[src/include/run_ctl_pkg.sv]
// Constants and types shared by the run-control and debug interrupt block
package run_ctl_pkg;
   localparam int ADDR_W = 24;
   localparam int DATA_W = 64;
   localparam int OP_W = 2;
   // Register byte offsets
   localparam logic [ADDR_W-1:0] RUN_CTRL_OFS = 24'h104000;
   localparam logic [ADDR_W-1:0] DBG_FORCE_OFS = 24'h100088;
   // Field positions
   localparam int OP_LSB = 0;
   localparam int FORCE_BIT = 0;
   // Reset values
   localparam logic [DATA_W-1:0] DBG_FORCE_RST = 64'h0;
   localparam logic [DATA_W-1:0] POR_PC = 64'h0;
   localparam logic [DATA_W-1:0] RDATA_RST = 64'h0;
   // Debug interrupt priority, above every mask level
   localparam int PRIO_W = 5;
   localparam logic [PRIO_W-1:0] DBG_INT_PRIO = 5'h10;

   typedef enum logic [OP_W-1:0] {
      op_halt = 2'b00,
      op_continue = 2'b01,
      op_core_reset = 2'b10,
      op_device_debug_reset = 2'b11
   } op_t;

   // Read value of the operation field before any write
   localparam op_t OP_RST = op_continue;

   typedef enum logic [1:0] {
      st_run = 2'b00,
      st_drain = 2'b01,
      st_halted = 2'b10
   } run_state_t;
endpackage : run_ctl_pkg

[src/include/run_ctl_if.sv]
// Carrier between the register front end and the run sequencer
`timescale 1ns/1ps
interface run_ctl_if;
   logic halt_req;
   logic cont_req;
   logic core_rst;
   logic boot_halt;
   logic fetch_stop;
   logic suspended;
   logic pc_zero_load;

   modport ctl (
      output halt_req,
      output cont_req,
      output core_rst,
      output boot_halt,
      input fetch_stop,
      input suspended,
      input pc_zero_load
   );
   modport seq (
      input halt_req,
      input cont_req,
      input core_rst,
      input boot_halt,
      output fetch_stop,
      output suspended,
      output pc_zero_load
   );
endinterface : run_ctl_if

[src/rtl/core_run_sequencer.sv]
// Halt, drain and resume sequencing of the core
`timescale 1ns/1ps
module core_run_sequencer
   import run_ctl_pkg::*;
(
   input wire logic i_sys_clk,
   input wire logic i_rst,
   input wire logic i_pipe_drained,
   run_ctl_if.seq rc
);
   run_state_t state_ff;
   run_state_t nxt_state;
   logic boot_hold_ff;
   logic nxt_boot_hold;
   logic pc_zero_ff;
   logic stop_ff;
   logic halted_ff;
   logic resume;

   // Resume only leaves a stopped state
   assign resume = rc.cont_req && (state_ff != st_run);

   // Halt stops fetch, then waits for the drain
   always_comb
   begin
      nxt_state = state_ff;
      unique case (state_ff)
         st_run:
         begin
            if (rc.boot_halt)
               nxt_state = st_halted;
            else if (rc.halt_req)
               nxt_state = st_drain;
         end
         st_drain:
         begin
            if (rc.cont_req)
               nxt_state = st_run;
            else if (i_pipe_drained)
               nxt_state = st_halted;
         end
         st_halted:
         begin
            if (rc.cont_req)
               nxt_state = st_run;
         end
         default: nxt_state = st_run;
      endcase
   end

   // Boot-suspended marker, dropped by any core reset
   assign nxt_boot_hold = rc.boot_halt ? 1'b1 :
      (rc.core_rst || resume) ? 1'b0 : boot_hold_ff;

   always_ff @(posedge i_sys_clk or posedge i_rst)
   begin
      if (i_rst)
      begin
         state_ff <= st_run;
         boot_hold_ff <= 1'b0;
         pc_zero_ff <= 1'b0;
         stop_ff <= 1'b0;
         halted_ff <= 1'b0;
      end
      else
      begin
         state_ff <= nxt_state;
         // Status flags kept as flops so the top outputs are registered
         stop_ff <= (nxt_state != st_run);
         halted_ff <= (nxt_state == st_halted);
         boot_hold_ff <= nxt_boot_hold;
         pc_zero_ff <= resume && boot_hold_ff && !rc.core_rst;
      end
   end

   assign rc.fetch_stop = stop_ff;
   assign rc.suspended = halted_ff;
   assign rc.pc_zero_load = pc_zero_ff;

   // A drain only ends when the pipeline says so or a continue is written
   drain_wait_a: assert property (
      @(posedge i_sys_clk) disable iff (i_rst)
      (state_ff == st_drain && !i_pipe_drained && !rc.cont_req)
      |=> state_ff == st_drain)
      else $error("halt completed before pipeline drained");

   // A halted core restarts on the next edge after continue
   resume_exit_a: assert property (
      @(posedge i_sys_clk) disable iff (i_rst)
      (state_ff == st_halted && rc.cont_req) |=> state_ff == st_run)
      else $error("core did not resume after continue");
endmodule : core_run_sequencer

[src/rtl/cpu_run_control_debug_int.sv]
// Debug run control and forced debug interrupt register block
`timescale 1ns/1ps
module cpu_run_control_debug_int
   import run_ctl_pkg::*;
(
   input wire logic i_sys_clk,
   input wire logic i_rst,
   // Memory-mapped register port
   input wire logic i_wr_en,
   input wire logic i_rd_en,
   input wire logic [run_ctl_pkg::ADDR_W-1:0] i_addr,
   input wire logic [run_ctl_pkg::DATA_W-1:0] i_wdata,
   output logic [run_ctl_pkg::DATA_W-1:0] o_rdata,
   output logic o_rd_valid,
   // Core side
   input wire logic i_boot_halt,
   input wire logic i_pipe_drained,
   input wire logic i_debug_vector_select,
   input wire logic [run_ctl_pkg::DATA_W-1:0] i_debug_vector_address,
   input wire logic i_core_sleeping,
   input wire logic i_debug_int_block,
   input wire logic i_debug_int_clear,
   output logic o_fetch_stop,
   output logic o_halted_flag,
   output logic o_core_reset_event,
   output logic o_device_debug_reset_event,
   output logic o_vector_select,
   output logic [run_ctl_pkg::DATA_W-1:0] o_vector_address,
   output logic o_resume_pc_load,
   output logic [run_ctl_pkg::DATA_W-1:0] o_resume_pc,
   output logic o_forced_cause_set,
   output logic o_debug_int_req,
   output logic [run_ctl_pkg::PRIO_W-1:0] o_debug_int_prio,
   output logic o_wake_req
);
   import run_ctl_pkg::*;

   run_ctl_if rc ();

   op_t op_ff;
   op_t wr_op;
   logic hit_run;
   logic hit_force;
   logic wr_run;
   logic wr_force_one;
   logic strap_taken_ff;
   logic core_rst_ff;
   logic dbg_rst_ff;
   logic vec_sel_ff;
   logic [DATA_W-1:0] vec_addr_ff;
   logic vec_track;
   logic pending_ff;
   logic nxt_pending;
   logic force_accept;
   logic cause_ff;
   logic launch_ff;
   logic wake_ff;
   logic [DATA_W-1:0] rdata_ff;
   logic [DATA_W-1:0] nxt_rdata;
   logic rd_valid_ff;

   // Address decode; reserved upper bits are simply not stored
   assign hit_run = (i_addr == RUN_CTRL_OFS);
   assign hit_force = (i_addr == DBG_FORCE_OFS);
   assign wr_run = i_wr_en && hit_run;
   assign wr_op = op_t'(i_wdata[OP_LSB +: OP_W]);
   assign wr_force_one = i_wr_en && hit_force && i_wdata[FORCE_BIT];

   // Operation decode towards the sequencer
   assign rc.halt_req = wr_run && (wr_op == op_halt);
   assign rc.cont_req = wr_run && (wr_op == op_continue);
   assign rc.core_rst = wr_run && (wr_op == op_core_reset);

   // Strap level sampled once, on the first edge after reset release
   assign rc.boot_halt = !strap_taken_ff && i_boot_halt;

   core_run_sequencer u_seq (
      .i_sys_clk(i_sys_clk),
      .i_rst(i_rst),
      .i_pipe_drained(i_pipe_drained),
      .rc(rc)
   );

   always_ff @(posedge i_sys_clk or posedge i_rst)
   begin
      if (i_rst)
         strap_taken_ff <= 1'b0;
      else
         strap_taken_ff <= 1'b1;
   end

   // Last written operation code; every write counts
   always_ff @(posedge i_sys_clk or posedge i_rst)
   begin
      if (i_rst)
         op_ff <= OP_RST;
      else if (wr_run)
         op_ff <= wr_op;
   end

   // Reset events: core reset always fires, debug reset only on a change
   always_ff @(posedge i_sys_clk or posedge i_rst)
   begin
      if (i_rst)
      begin
         core_rst_ff <= 1'b0;
         dbg_rst_ff <= 1'b0;
      end
      else
      begin
         core_rst_ff <= rc.core_rst;
         dbg_rst_ff <= wr_run && (wr_op == op_device_debug_reset)
            && (op_ff != op_device_debug_reset);
      end
   end

   // Vector setting follows its inputs while running, frozen when stopped;
   // a core reset reloads it so the tool's new PC takes hold
   assign vec_track = !rc.fetch_stop || rc.core_rst;

   always_ff @(posedge i_sys_clk or posedge i_rst)
   begin
      if (i_rst)
      begin
         vec_sel_ff <= 1'b0;
         vec_addr_ff <= POR_PC;
      end
      else if (vec_track)
      begin
         vec_sel_ff <= i_debug_vector_select;
         vec_addr_ff <= i_debug_vector_address;
      end
   end

   // Forced debug interrupt: one pending event until the core clears it.
   // A new force in the clear cycle wins so the request is never lost.
   assign force_accept = wr_force_one &&
      (!pending_ff || i_debug_int_clear);
   assign nxt_pending = force_accept ? 1'b1 :
      i_debug_int_clear ? 1'b0 : pending_ff;

   always_ff @(posedge i_sys_clk or posedge i_rst)
   begin
      if (i_rst)
      begin
         pending_ff <= DBG_FORCE_RST[FORCE_BIT];
         cause_ff <= 1'b0;
      end
      else
      begin
         pending_ff <= nxt_pending;
         cause_ff <= force_accept;
      end
   end

   // Launch waits out sleep (wake first) and any blocking condition
   always_ff @(posedge i_sys_clk or posedge i_rst)
   begin
      if (i_rst)
      begin
         launch_ff <= 1'b0;
         wake_ff <= 1'b0;
      end
      else
      begin
         launch_ff <= nxt_pending && !i_core_sleeping
            && !i_debug_int_block;
         wake_ff <= nxt_pending && i_core_sleeping;
      end
   end

   // Read mux; the force bit reads zero, which is one legal value
   assign nxt_rdata = hit_run ?
      {{(DATA_W-OP_W){1'b0}}, op_ff} : RDATA_RST;

   always_ff @(posedge i_sys_clk or posedge i_rst)
   begin
      if (i_rst)
      begin
         rdata_ff <= RDATA_RST;
         rd_valid_ff <= 1'b0;
      end
      else
      begin
         rd_valid_ff <= i_rd_en;
         if (i_rd_en)
            rdata_ff <= nxt_rdata;
      end
   end

   // Outputs, all from flip-flops except the constant resume PC and priority
   assign o_rdata = rdata_ff;
   assign o_rd_valid = rd_valid_ff;
   assign o_fetch_stop = rc.fetch_stop;
   assign o_halted_flag = rc.suspended;
   assign o_core_reset_event = core_rst_ff;
   assign o_device_debug_reset_event = dbg_rst_ff;
   assign o_vector_select = vec_sel_ff;
   assign o_vector_address = vec_addr_ff;
   assign o_resume_pc_load = rc.pc_zero_load;
   assign o_resume_pc = POR_PC;
   assign o_forced_cause_set = cause_ff;
   assign o_debug_int_req = launch_ff;
   assign o_debug_int_prio = DBG_INT_PRIO;
   assign o_wake_req = wake_ff;

   // Core reset code gives an event pulse one edge later, every time
   core_rst_pulse_a: assert property (
      @(posedge i_sys_clk) disable iff (i_rst)
      (i_wr_en && hit_run && i_wdata[1:0] == 2'b10)
      |=> o_core_reset_event)
      else $error("core reset write gave no event");

   // A second consecutive debug reset code is swallowed
   dbg_rst_repeat_a: assert property (
      @(posedge i_sys_clk) disable iff (i_rst)
      (i_wr_en && hit_run && i_wdata[1:0] == 2'b11
         && op_ff == op_device_debug_reset)
      |=> !o_device_debug_reset_event)
      else $error("repeated debug reset was not ignored");

   // Debug reset after a different code does fire
   dbg_rst_fresh_a: assert property (
      @(posedge i_sys_clk) disable iff (i_rst)
      (i_wr_en && hit_run && i_wdata[1:0] == 2'b11
         && op_ff != op_device_debug_reset)
      |=> o_device_debug_reset_event)
      else $error("debug reset after other code missed");

   // Read returns last written code with zero upper bits
   run_readback_a: assert property (
      @(posedge i_sys_clk) disable iff (i_rst)
      (i_wr_en && hit_run) ##1 (i_rd_en && hit_run && !i_wr_en)
      |=> o_rd_valid && o_rdata == {62'h0, $past(i_wdata[1:0], 2)})
      else $error("run control readback mismatch");

   // Halt code stops fetch on the next edge
   halt_stop_a: assert property (
      @(posedge i_sys_clk) disable iff (i_rst)
      (i_wr_en && hit_run && i_wdata[1:0] == 2'b00 && !o_fetch_stop)
      |=> o_fetch_stop && !o_halted_flag)
      else $error("halt did not stop fetching");

   // Halted flag only with fetch stopped
   halted_flag_a: assert property (
      @(posedge i_sys_clk) disable iff (i_rst)
      o_halted_flag |-> o_fetch_stop)
      else $error("halted flag set while fetching");

   // Vector output frozen while stopped unless a core reset came
   vector_hold_a: assert property (
      @(posedge i_sys_clk) disable iff (i_rst)
      (o_fetch_stop && !rc.core_rst)
      |=> $stable(o_vector_address) && $stable(o_vector_select))
      else $error("vector changed while suspended");

   // Accepted force raises cause and a pending request
   force_set_a: assert property (
      @(posedge i_sys_clk) disable iff (i_rst)
      (i_wr_en && hit_force && i_wdata[0] && !pending_ff)
      |=> o_forced_cause_set ##0 pending_ff)
      else $error("force write did not set cause");

   // Zero writes and repeats while pending give no new cause
   force_ignore_a: assert property (
      @(posedge i_sys_clk) disable iff (i_rst)
      (pending_ff && !i_debug_int_clear) |=> !o_forced_cause_set)
      else $error("force repeated before clear");

   // A sleeping core gets a wake request, never the launch
   sleep_wake_a: assert property (
      @(posedge i_sys_clk) disable iff (i_rst)
      (nxt_pending && i_core_sleeping) |=> o_wake_req && !o_debug_int_req)
      else $error("debug interrupt launched into sleep");

   // Priority sits above every mask level
   int_prio_a: assert property (
      @(posedge i_sys_clk) disable iff (i_rst)
      o_debug_int_req |-> o_debug_int_prio == 5'h10)
      else $error("debug interrupt priority wrong");
endmodule : cpu_run_control_debug_int

[config.mk]
export PLATFORM = sky130hd
export DESIGN_NAME = cpu_run_control_debug_int
export DESIGN_NICKNAME = d
export VERILOG_FILES = /design/src/include/run_ctl_pkg.sv /design/src/include/run_ctl_if.sv /design/src/rtl/core_run_sequencer.sv /design/src/rtl/cpu_run_control_debug_int.sv
export SDC_FILE = /design/constraint.sdc
export NUM_CORES = 1
export LEC_CHECK = 0
export BUFFER_PORTS_ARGS = -buffer_cell sky130_fd_sc_hd__buf_2
export CORE_AREA = 2 2 142 144
export CTS_CLUSTER_SIZE = 28
export DETAILED_ROUTE_END_ITERATION = 8
export DIE_AREA = 0 0 144 146
export GPL_TIMING_DRIVEN = 0
export HOLD_SLACK_MARGIN = 0.03
export MAX_ROUTING_LAYER = met4
export SLEW_MARGIN = 5
export SYNTH_ARGS = -nofsm -noshare
export SYNTH_HDL_FRONTEND = slang
export SYNTH_SLANG_ARGS = --single-unit
[constraint.sdc]
create_clock -name i_sys_clk -period 2.7 [get_ports i_sys_clk]
set_input_delay 0.135 -clock i_sys_clk [delete_from_list [all_inputs] [get_ports i_sys_clk]]
set_output_delay 0.135 -clock i_sys_clk [all_outputs]
set_load 0.05 [all_outputs]
## Word level (Yosys, flattened, before mapping)

Index checks and enable logic that the tools add are counted.

- Eq/ne operators: 9
- Reductions and logical operators: 30
- Muxes and demuxes: 11

Operators with widths:

| kind | count |
|---|---|
| $eq A24 B21 Y1 const B | 2 |
| $logic_and A1 B1 Y1 | 16 |
| $mux W2 | 6 |
| $eq A2 B2 Y1 const B | 4 |
| $logic_not A1 Y1 | 6 |
| $pmux W2 S3 | 1 |
| $reduce_bool A2 Y1 | 3 |
| $eq A2 B1 Y1 const B | 2 |
| $logic_not A2 Y1 | 2 |
| $mux W1 | 4 |
| $logic_or A1 B1 Y1 | 3 |
| $ne A2 B2 Y1 const B | 1 |

- Logic and storage cells: 67
- Register bits: 145
- Output and inout bits: 207

## Longest topological paths before layout

- Word-level depth: 7
- Mapped depth: 8
- Depth with buffers taken out: 5

## Hierarchy

Synthesis repeated with hierarchy kept, for this count alone.

- Cell total of the unflattened synthesis: 345
- Area total of the unflattened synthesis: 4287.9 um2

By module, submodules not included:

| module | times used | cells an instance | area an instance (um2) | seq. area each (um2) |
|---|---|---|---|---|
| cpu_run_control_debug_int | 1 | 323 | 4028.9 | 1928.1 |
| core_run_sequencer | 1 | 22 | 259.0 | 150.1 |

## Worst setup path after synthesis

No wires, ideal clock.

- Path kind: input port to flip-flop
- From: input port i_addr[8] in the netlist's numbering
- To: register vec_addr_ff[0] (netlist: o_vector_address[0])
- Arrival: 2.000 ns
- Stages: 8
- Data required time: 2.575 ns
- Slack: 0.575 ns
- Path buffers: 3
- Cells stage by stage: nor4b_2 -> nand4_2 -> or4b_1 -> buf_2 -> o21ai_4 -> buf_12 -> buf_12 -> mux2_4

- Longest elaborated chain between the ends: 4

Ends and longest elaborated chain:

| what | RTL line | text |
|---|---|---|
| start, declared | cpu_run_control_debug_int.sv:11 | `input wire logic [run_ctl_pkg::ADDR_W-1:0] i_addr,` |
| $eq A24 B21 Y1 | cpu_run_control_debug_int.sv:63 | `assign hit_run = (i_addr == RUN_CTRL_OFS);` |
| $logic_and A1 B1 Y1 | cpu_run_control_debug_int.sv:65 | `assign wr_run = i_wr_en && hit_run;` |
| $logic_and A1 B1 Y1 | cpu_run_control_debug_int.sv:72 | `assign rc.core_rst = wr_run && (wr_op == op_core_reset);` |
| $logic_or A1 B1 Y1 | cpu_run_control_debug_int.sv:119 | `assign vec_track = !rc.fetch_stop \|\| rc.core_rst;` |
| end signal, assigned | cpu_run_control_debug_int.sv:131 | `vec_addr_ff <= i_debug_vector_address;` |
| end, declared | cpu_run_control_debug_int.sv:50 | `logic [DATA_W-1:0] vec_addr_ff;` |

No other way between the ends.
A chain may end at the register's enable or synchronous reset.

## Worst setup path in the final report

- From: input port i_addr[2] in the netlist's numbering
- To: register vec_addr_ff[12] (netlist: o_vector_address[12])

Same word-level chain as after synthesis.

==> run_results.csv <==
group,metric,value,unit
status,status,"complete, no violations",
critical_path,critPathMaxStageDelay,0.53,ns
drt,drt_wl_total,11600,um
layout,fin_cells,999,
synthesis,syn_avg_cell_area,12.84,um^2
synthesis,synth_cell_types,36,
floorplan,initial_utilization,23.45,%
drt,via_count,3375,
critical_path,worstReg2RegStart,"pending_ff$_DFF_PP0_",
placed_design,dp_hpwl,8494,um
drt,drtIter0Drc,55,
layout,drive_gt1_share,54.98,%
synthesis,synth_area,4533,um^2
worst_hold_path,min_path_cells,2,
clock_network,cts_made_buffers,9,
floorplan,die_h,146,um
power,power.density,864.2,nW/um^2
floorplan,fp.dieArea,21020,um^2
clock_network,cts_hold_buffers,60,
clock_network,post-cts-setup-buffers,0,
power,cell_internal_pwr,3.329,mW
synthesis,yosysMostFrequentCell,"buf_4",
critical_path,arrival,2.35,ns
sta,skew,0.005200,ns
critical_path,start_kind,"input pin",
synthesis,synth_warnings,0,
synthesis,synth_top_cell_area_share,45.27,%
synthesis,synth_area_leader_cell,"dfrtp_1",
placed_design,pre_cts_ws,0.1325,ns
placed_design,placed_cell_area,6248,um^2
sta,min_period,2.135,ns
critical_path,path_buf_inv,4,
sta,setup_viol,0,
sta,layout_setup_ws,0.5650,ns
drt,route.detailed.wl_per_inst,11.61,um
drt,via_per_inst,3.378,
placed_design,port_buffers,173,
worst_hold_path,hp-start,"i_debug_vector_address[38]",
power,swShare,46.21,%
floorplan,row_count,51,
power,power,6.188,mW
power,combPwrFrac,50.5,%
critical_path,r2r-end,"o_debug_int_req$_DFF_PP0_",
sta,final_hold_viol_count,0,
power,ir_drop,0.2895,mV
sta,slew_violations,0,
power,p_leak,3.815,nW
floorplan,coreArea,19330,um^2
critical_path,reg2reg_setup_slack,1.16,ns
sta,timing.fmax,468.4,MHz
critical_path,slowest_stage,"or4b_1",
critical_path,cp_num_cells,9,
critical_path,worstSetupPathType,"in -> reg",
critical_path,reg2reg_depth,4,
synthesis,synth-async-reset-ratio,100.0,%
critical_path,critPathCaptureType,"flop",
placed_design,place_inst,922,
worst_hold_path,hold_class,"in -> reg",
layout,area_growth,57.96,%
global_routing,grt_pass1_vias,3430,
synthesis,ys_seq_elements,83,
layout,nNetsFinal,890,
clock_network,cts.sinks,83,
global_routing,grt_max_degree,49,
worst_hold_path,hold-path-endpoint,"o_vector_address[38]$_DFFE_PP0P_",
clock_network,cts_max_path_buffers,2,
global_routing,overflow,0,
global_routing,grt_pass1_wl,17090,um
run,cap_violations,0,
synthesis,synth_common_cells,"buf_4, dfrtp_1, mux2_4",
clock_network,cts_root_buffer,"clkbuf_16",
sta,setup_tns,0,ns
floorplan,io_pins,369,
clock_network,htree_levels,3,
layout,fin_area,7161,um^2
layout,fillers,1909,
synthesis,ys_seq_area_share,45.85,%
power,clock_power_share,20.4,%
synthesis,synth_edf_count,0,
sta,rsz0062_at_grt,"no",
synthesis,yosys_most_used_dff,"dfrtp_1",
critical_path,crit_family,"simple AND/OR/NAND/NOR gates",
drt,firstDrtPassIters,4,
clock_network,cts_resized,0,
power,switching_power,2.860,mW
power,seq_power_share,29.0,%
synthesis,synthCells,353,
clock_network,insertion_delay,0.33,ns
global_routing,antenna_found_initial,1,
clock_network,clk_pin_slew,0.06,ns
critical_path,worstPathRequired,2.91,ns
clock_network,cts_tree,"built",
drt,antenna_left,0,
drt,route.detailed.drc,0,
critical_path,path_cells,"buf_2 -> nor4_2 -> nand4_2 -> or4b_1 -> buf_2 -> o21ai_4 -> buf_12 -> buf_12 -> mux2_4",
synthesis,ys_top_cells_by_area,"dfrtp_1, buf_4, mux2_4, mux2_2, buf_12",
critical_path,path_max_fanout,10,
placed_design,place.gp.congestion,0.6934,
global_routing,track_usage,10.70,%
floorplan,die_w,144,um
sta,timing.final.crit_share,79.07,%
sta,holdWs,0.04434,ns
layout,final_util,37.03,%
==> cells by family (layout without fill, tap and decap cells) <==
| family | count (synthesis) | count (layout) | share of synthesized area (%) |
|---|---|---|---|
| xor gates and xnor gates | 1 | 1 | 0.1932 |
| and+or+nand+nor | 40 | 40 | 5.686 |
| buffers and inverters | 148 | 398 | 25.37 |
| muxes | 67 | 67 | 20.78 |
| AOI/OAI and AO/OA | 12 | 12 | 1.960 |
| other | 2 | 133 | 0.1657 |
| DFF | 83 | 83 | 45.85 |
==> layer usage <==
layer | track usage, % | vias up | part of all wire, %
li1 | - | 1670 | -
met1 | 11.06 | 1494 | 38
met2 | 19.79 | 200 | 51
met3 | 2.073 | 11 | 9.5
met4 | 3.971 | 0 | 1.2
met5 | - | - | 0
==> power by group through the flow <==
stage	registers, mW	clock network, mW	logic [mW]
2_1_floorplan	3.09	0	1.17
3_3_place_gp	1.79	0	3.04
3_5_place_dp	1.81	0	3.05
4_1_cts	1.79	1.32	3.13
5_1_grt	1.84	1.35	3.25
6_report	1.80	1.27	3.13
==> how the worst max path moves through the flow <==
stage / start / to
CTS: i_addr[2] / o_vector_address[25]$_DFFE_PP0P_
global route: i_addr[2] / o_vector_address[25]$_DFFE_PP0P_
floorplan: i_rst / o_core_reset_event$_DFF_PP0_
global placement: i_rst / o_debug_int_req$_DFF_PP0_
detailed placement: i_addr[2] / o_vector_address[25]$_DFFE_PP0P_
finish: i_addr[2] / o_vector_address[12]$_DFFE_PP0P_
==> cell usage in the layout (no fill, tap or decap), drive strengths merged, types with 2 or more instances in the layout <==
cell type / instances
buf: 313
conb: 132
dfrtp: 82
mux2: 67
dlygate4sd3: 60
clkbuf: 13
nand2: 10
inv: 8
o21ai: 5
nor2: 4
nor3b: 4
nor4: 4
nor3: 3
nand4b: 3
clkinvlp: 3
nand2b: 2
o22ai: 2
or3: 2
==> layout make-up <==
cell class,count,area (um^2),share of cell area [%]
diodes,1,2.502,0.03495
well taps,265,331.6,4.630
inverters,6,25.02,0.3495
plain buffers,142,1127,15.74
clock inverters,6,70.07,0.9785
flip-flops and latches,83,2078,29.02
multi-input cells,252,1793,25.04
repair buffers,234,1494,20.86
clock buffers,10,239.0,3.337
==> sequential cells by signal (all words and copies together) (netlist names), 2 cells and up <==
signal            count
o_vector_address     64
u_seq.state_ff        2
o_rdata               2
op_ff                 2
Note: power is estimated with default switching activity, not from simulation.
